**config.mk**
```make
export PLATFORM = sky130hd
export DESIGN_NAME = ssud_top
export DESIGN_NICKNAME = d
export VERILOG_FILES = /design/src/hdl/ssud_top.v
export VERILOG_INCLUDE_DIRS = /design/src /design/src/hdl
export SDC_FILE = /design/constraint.sdc
export NUM_CORES = 1
export LEC_CHECK = 0
export BUFFER_PORTS_ARGS = -buffer_cell sky130_fd_sc_hd__buf_2
export CAP_MARGIN = 20
export CORE_ASPECT_RATIO = 1.4
export CORE_MARGIN = 2
export CORE_UTILIZATION = 45
export DETAILED_ROUTE_END_ITERATION = 6
export PLACE_DENSITY = 0.72
export SETUP_SLACK_MARGIN = 0.5
export SLEW_MARGIN = 0
export SYNTH_ARGS = -nofsm -noshare
export SYNTH_HDL_FRONTEND = slang
export SYNTH_SLANG_ARGS = --single-unit
```
**constraint.sdc**
```tcl
create_clock -name ref_clk -period 6.8 [get_ports ref_clk]
set_clock_uncertainty 0.15 [all_clocks]
set_input_delay 0 -clock ref_clk [delete_from_list [all_inputs] [get_ports ref_clk]]
set_output_delay 0 -clock ref_clk [all_outputs]
set_load 0.02 [all_outputs]
```
**src/hdl/ssud_regs.vh**
```
// Purpose: Register map, field positions, reset values and timing counts.
// Assumes: 32-bit APB, one register per aligned word, data in bits 7:0.
// Notes: Included by ssud_top.v only.
`ifndef SSUD_REGS_VH
`define SSUD_REGS_VH
`define SSUD_OFF_CTRLH 8'h00
`define SSUD_OFF_FMT 8'h04
`define SSUD_OFF_PIN 8'h08
`define SSUD_OFF_EN 8'h0C
`define SSUD_OFF_STAT 8'h10
`define SSUD_OFF_RXB 8'h14
`define SSUD_OFF_TXB 8'h18
`define SSUD_CH_RATE 2:0
`define SSUD_CH_SOFTWARE_RESET_BIT 4
`define SSUD_CH_STOP 5
`define SSUD_CH_MSS 6
`define SSUD_FM_ORDER 0
`define SSUD_FM_PHASE 1
`define SSUD_FM_POL 2
`define SSUD_PM_CKSEL 0
`define SSUD_PM_BIDIR 1
`define SSUD_PM_FOUR 2
`define SSUD_EN_RIE 0
`define SSUD_EN_TRANSMIT_END_IRQ_ENABLE 1
`define SSUD_EN_TIE 2
`define SSUD_EN_RE 3
`define SSUD_EN_TE 4
`define SSUD_ST_OVR 2
`define SSUD_ST_RECEIVE_FULL_FLAG 5
`define SSUD_ST_TRANSMIT_END_FLAG 6
`define SSUD_ST_TRANSMIT_EMPTY_FLAG 7
`define SSUD_RST_BUF 8'hFF
`define SSUD_RST_CTRL 8'h00
`define SSUD_RST_SHIFT 8'h00
`define SSUD_RATE_MAX 3'h6
`define SSUD_HALF_BASE 8'h02
`define SSUD_FRAME_BITS 4'h8
`endif

```
**src/hdl/ssud_top.v**
```verilog
// Purpose: 8-bit synchronous serial unit data path with APB register access.
// Assumes: ref_clk 50 MHz; serial pins are asynchronous and synchronised here.
// Notes: Standby input reinitialises buffers, shift register and status.
// Functional notes
// - On overrun keep the held receive byte, drop the new one.
// - Overrun blocks reception; as master it also blocks transmission.
// - Receive buffer: 8 bits, read-only, resets to FF, reinit in standby.
// - Full byte moves shift register to receive buffer; reception continues.
// - Transmit buffer: 8-bit RW, FF reset; empty shifter loads it and starts.
// - With LSB-first order, transmit buffer reads back bit-reversed.
// - Shift register has no CPU access and clears in standby.
// - Master drives clock at seven rates; slave takes clock from pin.
// - Bit order control 1 shifts LSB first, 0 shifts MSB first.
// - Pin roles follow mode, bidirectional, master and enable bits.
// - Clear enables before reconfig; clearing transmit enable sets empty flag.
// - Transmit buffer write clears empty flag, loads shifter, sets flag, starts.
// - Frame end loads next byte, else set end flag; clock idles high, low in four-line mode with polarity bit set.
// - Master receive starts on a dummy read of the receive buffer.
// - Eight bits received: store, set full flag; buffer read clears it.
// - Stop bit ends master reception after the current byte.
// - Eighth clock with full flag set raises overrun and stops.
// - Combined mode starts on write, stops on empty or overrun at frame end.
//
// Register access over APB and the register offsets were decided locally.
`include "ssud_regs.vh"
module ssud_top #(
	parameter AW = 8
) (
	input wire ref_clk,
	input wire rst,
	input wire standby,
	input wire psel,
	input wire penable,
	input wire pwrite,
	input wire [AW-1:0] paddr,
	input wire [31:0] pwdata,
	output reg [31:0] prdata,
	output wire pready,
	output reg pslverr,
	input wire serial_clock_pin_i,
	output wire serial_clock_pin_o,
	output wire serial_clock_pin_oe,
	input wire serial_data_pin_a_i,
	output wire serial_data_pin_a_o,
	output wire serial_data_pin_a_oe,
	input wire serial_data_pin_b_i,
	output wire serial_data_pin_b_o,
	output wire serial_data_pin_b_oe,
	output wire transmit_empty_irq,
	output wire transmit_end_irq,
	output wire receive_full_irq,
	output wire overrun_irq
);
	localparam ST_IDLE = 2'b01;
	localparam ST_RUN = 2'b10;

	function dec;
		input [AW-1:0] a;
		input [AW-1:0] off;
		begin
			dec = (a == off);
		end
	endfunction

	function [7:0] rev8;
		input [7:0] d;
		integer i;
		begin
			rev8 = 8'h00;
			for (i = 0; i < 8; i = i + 1) begin
				rev8[i] = d[7-i];
			end
		end
	endfunction

	reg [7:0] ctrlh_r;
	reg [7:0] fmt_r;
	reg [7:0] pin_r;
	reg [7:0] en_r;
	reg [7:0] rxbuf_r;
	reg [7:0] txbuf_r;
	reg [7:0] sr_r;
	reg ovr_r;
	reg receive_full_flag_r;
	reg transmit_end_flag_r;
	reg transmit_empty_flag_r;
	reg [1:0] st_r;
	reg [3:0] cnt_r;
	reg [7:0] div_r;
	reg sck_r;
	reg dout_r;
	reg rx_go_r;
	reg is_tx_r;
	reg is_rx_r;
	reg [2:0] sck_s_r;
	reg [1:0] a_s_r;
	reg [1:0] b_s_r;

	wire master = ctrlh_r[`SSUD_CH_MSS];
	wire order = fmt_r[`SSUD_FM_ORDER];
	wire phase = fmt_r[`SSUD_FM_PHASE];
	wire four = pin_r[`SSUD_PM_FOUR];
	wire bidir = pin_r[`SSUD_PM_BIDIR];
	wire te = en_r[`SSUD_EN_TE];
	wire re = en_r[`SSUD_EN_RE];
	wire software_reset_bit = ctrlh_r[`SSUD_CH_SOFTWARE_RESET_BIT];
	wire idle_lvl = ~(four & fmt_r[`SSUD_FM_POL]);
	wire run = st_r[1];

	// Rate code 7 is not a valid rate; treat it as the slowest one
	wire [2:0] rate = (ctrlh_r[`SSUD_CH_RATE] > `SSUD_RATE_MAX) ?
		`SSUD_RATE_MAX : ctrlh_r[`SSUD_CH_RATE];
	wire [7:0] half = `SSUD_HALF_BASE << rate;
	wire tick = run & master & (div_r == half - 8'h01);
	wire m_lead = tick & (sck_r == idle_lvl);
	wire m_trail = tick & (sck_r != idle_lvl);
	// Only the second and third stages are compared; the first stage may be metastable
	wire s_edge = sck_s_r[2] ^ sck_s_r[1];
	wire s_lead = s_edge & (sck_s_r[1] != idle_lvl);
	wire s_trail = s_edge & (sck_s_r[1] == idle_lvl);
	wire lead_e = run & (master ? m_lead : s_lead);
	wire trail_e = run & (master ? m_trail : s_trail);
	wire samp = phase ? trail_e : lead_e;
	wire chg = phase ? lead_e : trail_e;
	wire frame_end = trail_e & (cnt_r == `SSUD_FRAME_BITS);

	// Pin roles per mode; disused pins are left undriven for general I/O
	wire rx_from_b = four & (bidir | ~master);
	wire tx_on_a = four & ~bidir & ~master;
	wire din = rx_from_b ? b_s_r[1] : a_s_r[1];
	wire [7:0] sr_shift = order ? {din, sr_r[7:1]} : {sr_r[6:0], din};
	wire [7:0] rx_byte = phase ? sr_shift : sr_r;
	wire tx_first = order ? txbuf_r[0] : txbuf_r[7];

	wire ovr_hit = is_rx_r & receive_full_flag_r;
	wire tx_more = is_tx_r & ~transmit_empty_flag_r & ~ovr_hit & ~(ovr_r & master);
	wire stop_now = ovr_hit | (is_tx_r ? ~tx_more : (master & ctrlh_r[`SSUD_CH_STOP]));

	wire setup = psel & ~penable;
	wire wr = psel & penable & pwrite;
	wire rd = psel & penable & ~pwrite;
	wire rd_rx = rd & dec(paddr, `SSUD_OFF_RXB);
	wire [7:0] stat = {transmit_empty_flag_r, transmit_end_flag_r, receive_full_flag_r, 2'b00, ovr_r, 2'b00};
	wire mapped = dec(paddr, `SSUD_OFF_CTRLH) | dec(paddr, `SSUD_OFF_FMT) |
		dec(paddr, `SSUD_OFF_PIN) | dec(paddr, `SSUD_OFF_EN) |
		dec(paddr, `SSUD_OFF_STAT) | dec(paddr, `SSUD_OFF_RXB) |
		dec(paddr, `SSUD_OFF_TXB);

	// Slave answers in the first access cycle; read data is caught at setup
	assign pready = 1'b1;

	always @(posedge ref_clk or posedge rst) begin
		if (rst) begin
			prdata <= 32'h0000_0000;
			pslverr <= 1'b0;
		end else if (setup) begin
			pslverr <= ~mapped;
			if (dec(paddr, `SSUD_OFF_CTRLH)) begin
				prdata <= {24'h000000, ctrlh_r};
			end else if (dec(paddr, `SSUD_OFF_FMT)) begin
				prdata <= {24'h000000, fmt_r};
			end else if (dec(paddr, `SSUD_OFF_PIN)) begin
				prdata <= {24'h000000, pin_r};
			end else if (dec(paddr, `SSUD_OFF_EN)) begin
				prdata <= {24'h000000, en_r};
			end else if (dec(paddr, `SSUD_OFF_STAT)) begin
				prdata <= {24'h000000, stat};
			end else if (dec(paddr, `SSUD_OFF_RXB)) begin
				prdata <= {24'h000000, rxbuf_r};
			end else if (dec(paddr, `SSUD_OFF_TXB)) begin
				prdata <= {24'h000000, order ? rev8(txbuf_r) : txbuf_r};
			end else begin
				prdata <= 32'h0000_0000;
			end
		end
	end

	always @(posedge ref_clk or posedge rst) begin
		if (rst) begin
			sck_s_r <= 3'h7;
			a_s_r <= 2'h0;
			b_s_r <= 2'h0;
		end else begin
			sck_s_r <= {sck_s_r[1:0], serial_clock_pin_i};
			a_s_r <= {a_s_r[0], serial_data_pin_a_i};
			b_s_r <= {b_s_r[0], serial_data_pin_b_i};
		end
	end

	always @(posedge ref_clk or posedge rst) begin
		if (rst) begin
			ctrlh_r <= `SSUD_RST_CTRL;
			fmt_r <= `SSUD_RST_CTRL;
			pin_r <= `SSUD_RST_CTRL;
			en_r <= `SSUD_RST_CTRL;
			rxbuf_r <= `SSUD_RST_BUF;
			txbuf_r <= `SSUD_RST_BUF;
			sr_r <= `SSUD_RST_SHIFT;
			ovr_r <= 1'b0;
			receive_full_flag_r <= 1'b0;
			transmit_end_flag_r <= 1'b0;
			transmit_empty_flag_r <= 1'b1;
			st_r <= ST_IDLE;
			cnt_r <= 4'h0;
			div_r <= 8'h00;
			sck_r <= 1'b1;
			dout_r <= 1'b1;
			rx_go_r <= 1'b0;
			is_tx_r <= 1'b0;
			is_rx_r <= 1'b0;
		end else if (standby) begin
			rxbuf_r <= `SSUD_RST_BUF;
			txbuf_r <= `SSUD_RST_BUF;
			sr_r <= `SSUD_RST_SHIFT;
			ovr_r <= 1'b0;
			receive_full_flag_r <= 1'b0;
			transmit_end_flag_r <= 1'b0;
			transmit_empty_flag_r <= 1'b1;
			st_r <= ST_IDLE;
			cnt_r <= 4'h0;
			div_r <= 8'h00;
			sck_r <= idle_lvl;
			rx_go_r <= 1'b0;
		end else begin
			if (wr & dec(paddr, `SSUD_OFF_CTRLH)) begin
				ctrlh_r <= pwdata[7:0];
			end
			if (wr & dec(paddr, `SSUD_OFF_FMT)) begin
				fmt_r <= pwdata[7:0];
			end
			if (wr & dec(paddr, `SSUD_OFF_PIN)) begin
				pin_r <= pwdata[7:0];
			end
			if (wr & dec(paddr, `SSUD_OFF_EN)) begin
				en_r <= pwdata[7:0];
			end
			// Software clears come first so a hardware set in the same cycle wins
			if (wr & dec(paddr, `SSUD_OFF_STAT)) begin
				if (~pwdata[`SSUD_ST_OVR]) begin
					ovr_r <= 1'b0;
				end
				if (~pwdata[`SSUD_ST_TRANSMIT_END_FLAG]) begin
					transmit_end_flag_r <= 1'b0;
				end
			end
			if (rd_rx) begin
				receive_full_flag_r <= 1'b0;
				if (re & master) begin
					rx_go_r <= 1'b1;
				end
			end
			case (st_r)
			ST_IDLE: begin
				sck_r <= idle_lvl;
				div_r <= 8'h00;
				cnt_r <= 4'h0;
				if (software_reset_bit) begin
					rx_go_r <= 1'b0;
				end else if (te & ~transmit_empty_flag_r & ~(ovr_r & (master | re))) begin
					sr_r <= txbuf_r;
					transmit_empty_flag_r <= 1'b1;
					dout_r <= tx_first;
					st_r <= ST_RUN;
					is_tx_r <= 1'b1;
					is_rx_r <= re;
					rx_go_r <= 1'b0;
				end else if (re & ~te & ~ovr_r & (~master | rx_go_r)) begin
					st_r <= ST_RUN;
					is_tx_r <= 1'b0;
					is_rx_r <= 1'b1;
					rx_go_r <= 1'b0;
				end else if (ovr_r) begin
					// A read refused during overrun must not start a frame once cleared
					rx_go_r <= 1'b0;
				end
			end
			ST_RUN: begin
				div_r <= tick ? 8'h00 : div_r + 8'h01;
				if (tick) begin
					sck_r <= ~sck_r;
				end
				if (samp) begin
					sr_r <= sr_shift;
					cnt_r <= cnt_r + 4'h1;
				end
				if (chg & (cnt_r != 4'h0) & (cnt_r != `SSUD_FRAME_BITS)) begin
					dout_r <= order ? sr_r[0] : sr_r[7];
				end
				if (frame_end) begin
					cnt_r <= 4'h0;
					if (is_rx_r) begin
						if (receive_full_flag_r) begin
							ovr_r <= 1'b1;
						end else begin
							rxbuf_r <= rx_byte;
							receive_full_flag_r <= 1'b1;
						end
					end
					if (tx_more) begin
						sr_r <= txbuf_r;
						transmit_empty_flag_r <= 1'b1;
						dout_r <= tx_first;
					end else if (is_tx_r) begin
						transmit_end_flag_r <= 1'b1;
					end
					if (stop_now) begin
						st_r <= ST_IDLE;
						sck_r <= idle_lvl;
					end
				end
				if ((~te & ~re) | software_reset_bit) begin
					st_r <= ST_IDLE;
					sck_r <= idle_lvl;
				end
			end
			default: begin
				st_r <= ST_IDLE;
			end
			endcase
			// A buffer write after the load marks new data, so it overrides the set
			if (wr & dec(paddr, `SSUD_OFF_TXB)) begin
				txbuf_r <= pwdata[7:0];
				if (te) begin
					transmit_empty_flag_r <= 1'b0;
				end
			end
			if (wr & dec(paddr, `SSUD_OFF_EN) & ~pwdata[`SSUD_EN_TE]) begin
				transmit_empty_flag_r <= 1'b1;
			end
		end
	end

	assign serial_clock_pin_o = sck_r;
	assign serial_clock_pin_oe = master & pin_r[`SSUD_PM_CKSEL];
	assign serial_data_pin_a_o = dout_r;
	assign serial_data_pin_a_oe = te & tx_on_a;
	assign serial_data_pin_b_o = dout_r;
	assign serial_data_pin_b_oe = te & ~tx_on_a & ~(four & ~bidir & ~master);
	assign transmit_empty_irq = en_r[`SSUD_EN_TIE] & transmit_empty_flag_r;
	assign transmit_end_irq = en_r[`SSUD_EN_TRANSMIT_END_IRQ_ENABLE] & transmit_end_flag_r;
	assign receive_full_irq = en_r[`SSUD_EN_RIE] & receive_full_flag_r;
	assign overrun_irq = en_r[`SSUD_EN_RIE] & ovr_r;
endmodule

```
==> impl_summary.txt <==
----------------------------------------------------
[Detailed routing]
  Initial detailed-routing violation count ... 228
  Number of antenna-violating nets in the routed design ... 0
  Total Routed Length ... 14.17 mm
  DR WL/cell ... 18.44 um
  Via total after detailed routing ... 4535
  DR vias/cell ... 5.905
  Number of remaining DRC errors ... 0
  Number of detailed-route iterations in the first pass ... 4

[Clock tree]
  Setup repair bufs after CTS ... 0
  Maximum buffer depth of the clock tree ... 2
  Total of cells resized after clock tree synthesis ... 0
  Clock buffer count from CTS ... 9
  CTS Root Cell ... sky130_fd_sc_hd__clkbuf_16
  Clock slew at reported path FFs ... 70 ps
  CTS H-Tree Depth ... 3
  Number of hold buffers added after CTS ... 16
  Worst-Skew Late Latency ... 360 ps
  CTS tree ... yes
  Sink count of the clock tree ... 95

[Critical path]
  Delay of the slowest cell on the worst path ... 770 ps
  Kind of cell with the highest combined delay on the critical path ... simple AND/OR/NAND/NOR gates
  Arrival @ worst endpoint ... 3220 ps
  Type of the setup path with the least slack ... register to register
  Worst Setup Start Kind ... register
  Endpoint kind of the worst setup timing path ... register
  Endpoint required time on the critical path ... 6890 ps
  Top fanout value on the critical path ... 18
  Cells along the critical path ... nand4b_1, or4_4, a2111oi_4, o2111ai_2, nor3_1, a21oi_1
  CP max stage cell ... sky130_fd_sc_hd__dfrtp_1
  Buffering stage count on the worst path with inverters included ... 0

[Global route]
  Number of antenna violations at the first check in global routing ... 0
  Number of global-route vias before repair ... 4348
  Wire length of the first global-routing pass ... 22.49 mm
  Global-route usage over all layers ... 20.94%
  Total congestion overflow ... 0
  Pin count of the biggest net entering global routing ... 64

[Power and ir drop]
  Internal cell power ... 0.9324 mW
  Reported leakage power ... 2.731 nW
  Power Total ... 1.227 mW
  Pwr Density ... 192.3 mW/mm^2
  Part of the total power dissipated in combinational logic ... 7.0%
  Reg power frac ... 47.1%
  VDD IR-drop max ... 0.1133 mV
  Switching share of power ... 24.00%
  Net switching power figure ... 0.2945 mW
  Part of the total power dissipated in the clock network ... 45.9%

[Finish]
  Proportion of layout cells with a drive suffix above 1 ... 24.43%
  Number of antenna cells inserted ... 0
  Layout Nets ... 667
  Post-Layout Inst Area ... 0.006379 sq mm
  Synthesis-to-finish area growth ... 11.80%

[Timing]
  Final hold violation count ... 0
  Max Clk Rate ... 0.3195 GHz
  Slew Limit Fails ... 0
  Final critical path time including I/O delays and setup ... 3130 ps
  Final hold slack ... 19.87 ps
  Worst rel slew slack ... 30.26%
  Tightest Pin Transition ... 1038 ps
  Total negative setup slack ... 0 ps
  Setup repair after global routing missed its margin ... false
  Minimum setup slack in the final design ... 3670 ps
  Portion of the clock cycle consumed by the worst path in the final layout ... 46.04%
  Number of failing setup endpoints in the final timing report ... 0

[Synthesis]
  Netlist Area Pre-Place ... 0.005705 sq mm
  Average size of a mapped cell ... 9.940 sq um
  Most used DFF post-synth ... sky130_fd_sc_hd__dfrtp_1
  Count of unique library cells instantiated by Yosys ... 70
  Register bit count reported by yosys ... 95
  Cell count after synthesis ... 574
  Yosys Warn Count ... 0
  Sequential share of the synthesized area ... 42.17%
  EDFF count, synth ... 0
  Share of synthesized flip-flops with an asynchronous set or reset ... 100.0%

[Die]
  Number of core rows ... 48
  Width of the die ... 99.17 um
  Floorplan die area ... 0.01361 sq mm
  Starting utilization of the core area ... 46.12%
  Placeable Area ... 0.01237 sq mm
  Height of the chip ... 137.2 um
  Top Ports ... 93

[Flow run]
  Number of maximum-capacitance constraint violations ... 0

[Run status]
  Result of the run ... complete, no violations

[Placement]
  Post-place instance area ... 0.005887 sq mm
  HPWL after DPL ... 10.19 mm
  Final estimated routing congestion in global placement ... 0.8745
  Post-Place Worst Slack ... 3682 ps
  IO Port Bufs ... 43

[Hold path]
  Worst hold path class ... input pin to register

----------------------------------------------------
## synthesized netlist by cell type, drive strengths merged (3+ instances only)
master | instances | share of area [%]
dfrtp | 72 | 32
nand2 | 63 | 4.1
o21ai | 45 | 3.9
mux2 | 43 | 8.5
buf | 40 | 4.8
mux2i | 38 | 6.7
nor2 | 28 | 1.9
dfstp | 23 | 11
clkbuf | 19 | 1.3
a21oi | 18 | 1.6
inv | 18 | 1.2
nor3 | 17 | 1.5
nand3 | 14 | 1.2
a211oi | 9 | 1.2
nand2b | 9 | 0.99
a31oi | 8 | 0.99
and2 | 8 | 0.88
o211ai | 7 | 1.4
mux4 | 6 | 2.4
o31ai | 6 | 0.79
o32a | 6 | 1.1
or4 | 6 | 0.86
ha | 5 | 1.1
nor2b | 5 | 0.55
a21o | 4 | 0.55
o2111ai | 4 | 0.72
and3 | 3 | 0.33
nand3b | 3 | 0.39
nor3b | 3 | 0.39
or3 | 3 | 0.33
xnor2 | 3 | 0.46
xor2 | 3 | 0.46
## metrics by stage
| stage | std cells | utilization (%) |
|---|---|---|
| global placement | 735 | 47.52 |
| finish | 768 | 51.56 |
| detailed placement | 736 | 47.58 |
| CTS | 768 | 51.56 |
| global route | 768 | 51.56 |
| floorplan | 597 | - |
## cell families after synthesis
family          synth area share (%)
flops                          42.17
xor+xnor                      0.9212
buf+inv                        7.324
mux                            17.59
fa+ha+maj                      1.096
other cells                   0.1316
simple gates                   15.44
compound gates                 15.33
## power by group through the flow
stage	registers (mW)	logic, mW	clock network (mW)
3_3_place_gp	0.587	0.0771	0
3_5_place_dp	0.588	0.0784	0
6_report	0.578	0.0856	0.564
4_1_cts	0.578	0.0858	0.567
2_1_floorplan	0.587	0.0639	0
5_1_grt	0.578	0.0941	0.582
## layout make-up
cell class	instances	area, sq um
well taps	150	187.7
flip-flops and latches	95	2406
fillers	1090	5993
inverters	19	72.57
repair buffers	64	412.9
clock buffers	10	239.0
multi-input cells	424	2968
clock inverters	6	92.59
## routing by layer
metal / wire length (um) / share of wire [%] / vias to the layer above / global-route usage [%]
li1: - / - / 2099 / -
met1: 5564 / 39 / 2255 / 25.25
met2: 7580 / 54 / 159 / 37.88
met3: 663 / 4.7 / 22 / 1.674
met4: 356 / 2.5 / 0 / 9.665
met5: 0 / 0 / - / 0
## sequential cells by signal, summed over array words and instances (netlist names), 2 cells and up
register / count
ctrlh_r: 8
rxbuf_r: 8
sr_r: 8
en_r: 8
b_s_r: 2
div_r: 8
st_r: 2
sck_s_r: 3
prdata: 8
fmt_r: 8
cnt_r: 4
pin_r: 8
txbuf_r: 8
a_s_r: 2
## final timing paths
check                                       start  slack (ps)                endpoint  cells past startpoint
min reg2reg                    a_s_r[0]$_DFF_PP0_         200      a_s_r[1]$_DFF_PP0_                      0
min in group asynchronous                     rst          70    fmt_r[7]$_DFFE_PP0P_                      3
min                                      paddr[5]          20   prdata[7]$_DFFE_PP0P_                      4
max                        ctrlh_r[6]$_DFFE_PP0P_        3670  rxbuf_r[7]$_DFFE_PP1P_                      6
max reg2reg                ctrlh_r[6]$_DFFE_PP0P_        3670  rxbuf_r[7]$_DFFE_PP1P_                      6
max in group asynchronous                     rst        5240    div_r[1]$_DFFE_PP0P_                      4
## cell usage in the layout, fill, tap and decap left out, types with 16 or more instances in the layout
master                          instances
sky130_fd_sc_hd__nor2_1                27
sky130_fd_sc_hd__conb_1                25
sky130_fd_sc_hd__a21oi_1               17
sky130_fd_sc_hd__buf_2                 43
sky130_fd_sc_hd__dfstp_2               23
sky130_fd_sc_hd__o21ai_0               38
sky130_fd_sc_hd__mux2_2                43
sky130_fd_sc_hd__nand2_1               63
sky130_fd_sc_hd__inv_1                 17
sky130_fd_sc_hd__nor3_1                17
sky130_fd_sc_hd__mux2i_1               38
sky130_fd_sc_hd__dlygate4sd3_1         16
sky130_fd_sc_hd__dfrtp_1               72
## worst reg2reg max path: cells and delay by family, from the launching register on
| family | cells | cell delay (ps) |
|---|---|---|
| compound gates | 3 | 1030 |
| simple gates | 3 | 1060 |
| flops | 1 | 770 |
Power figures use the tool's default switching activity.
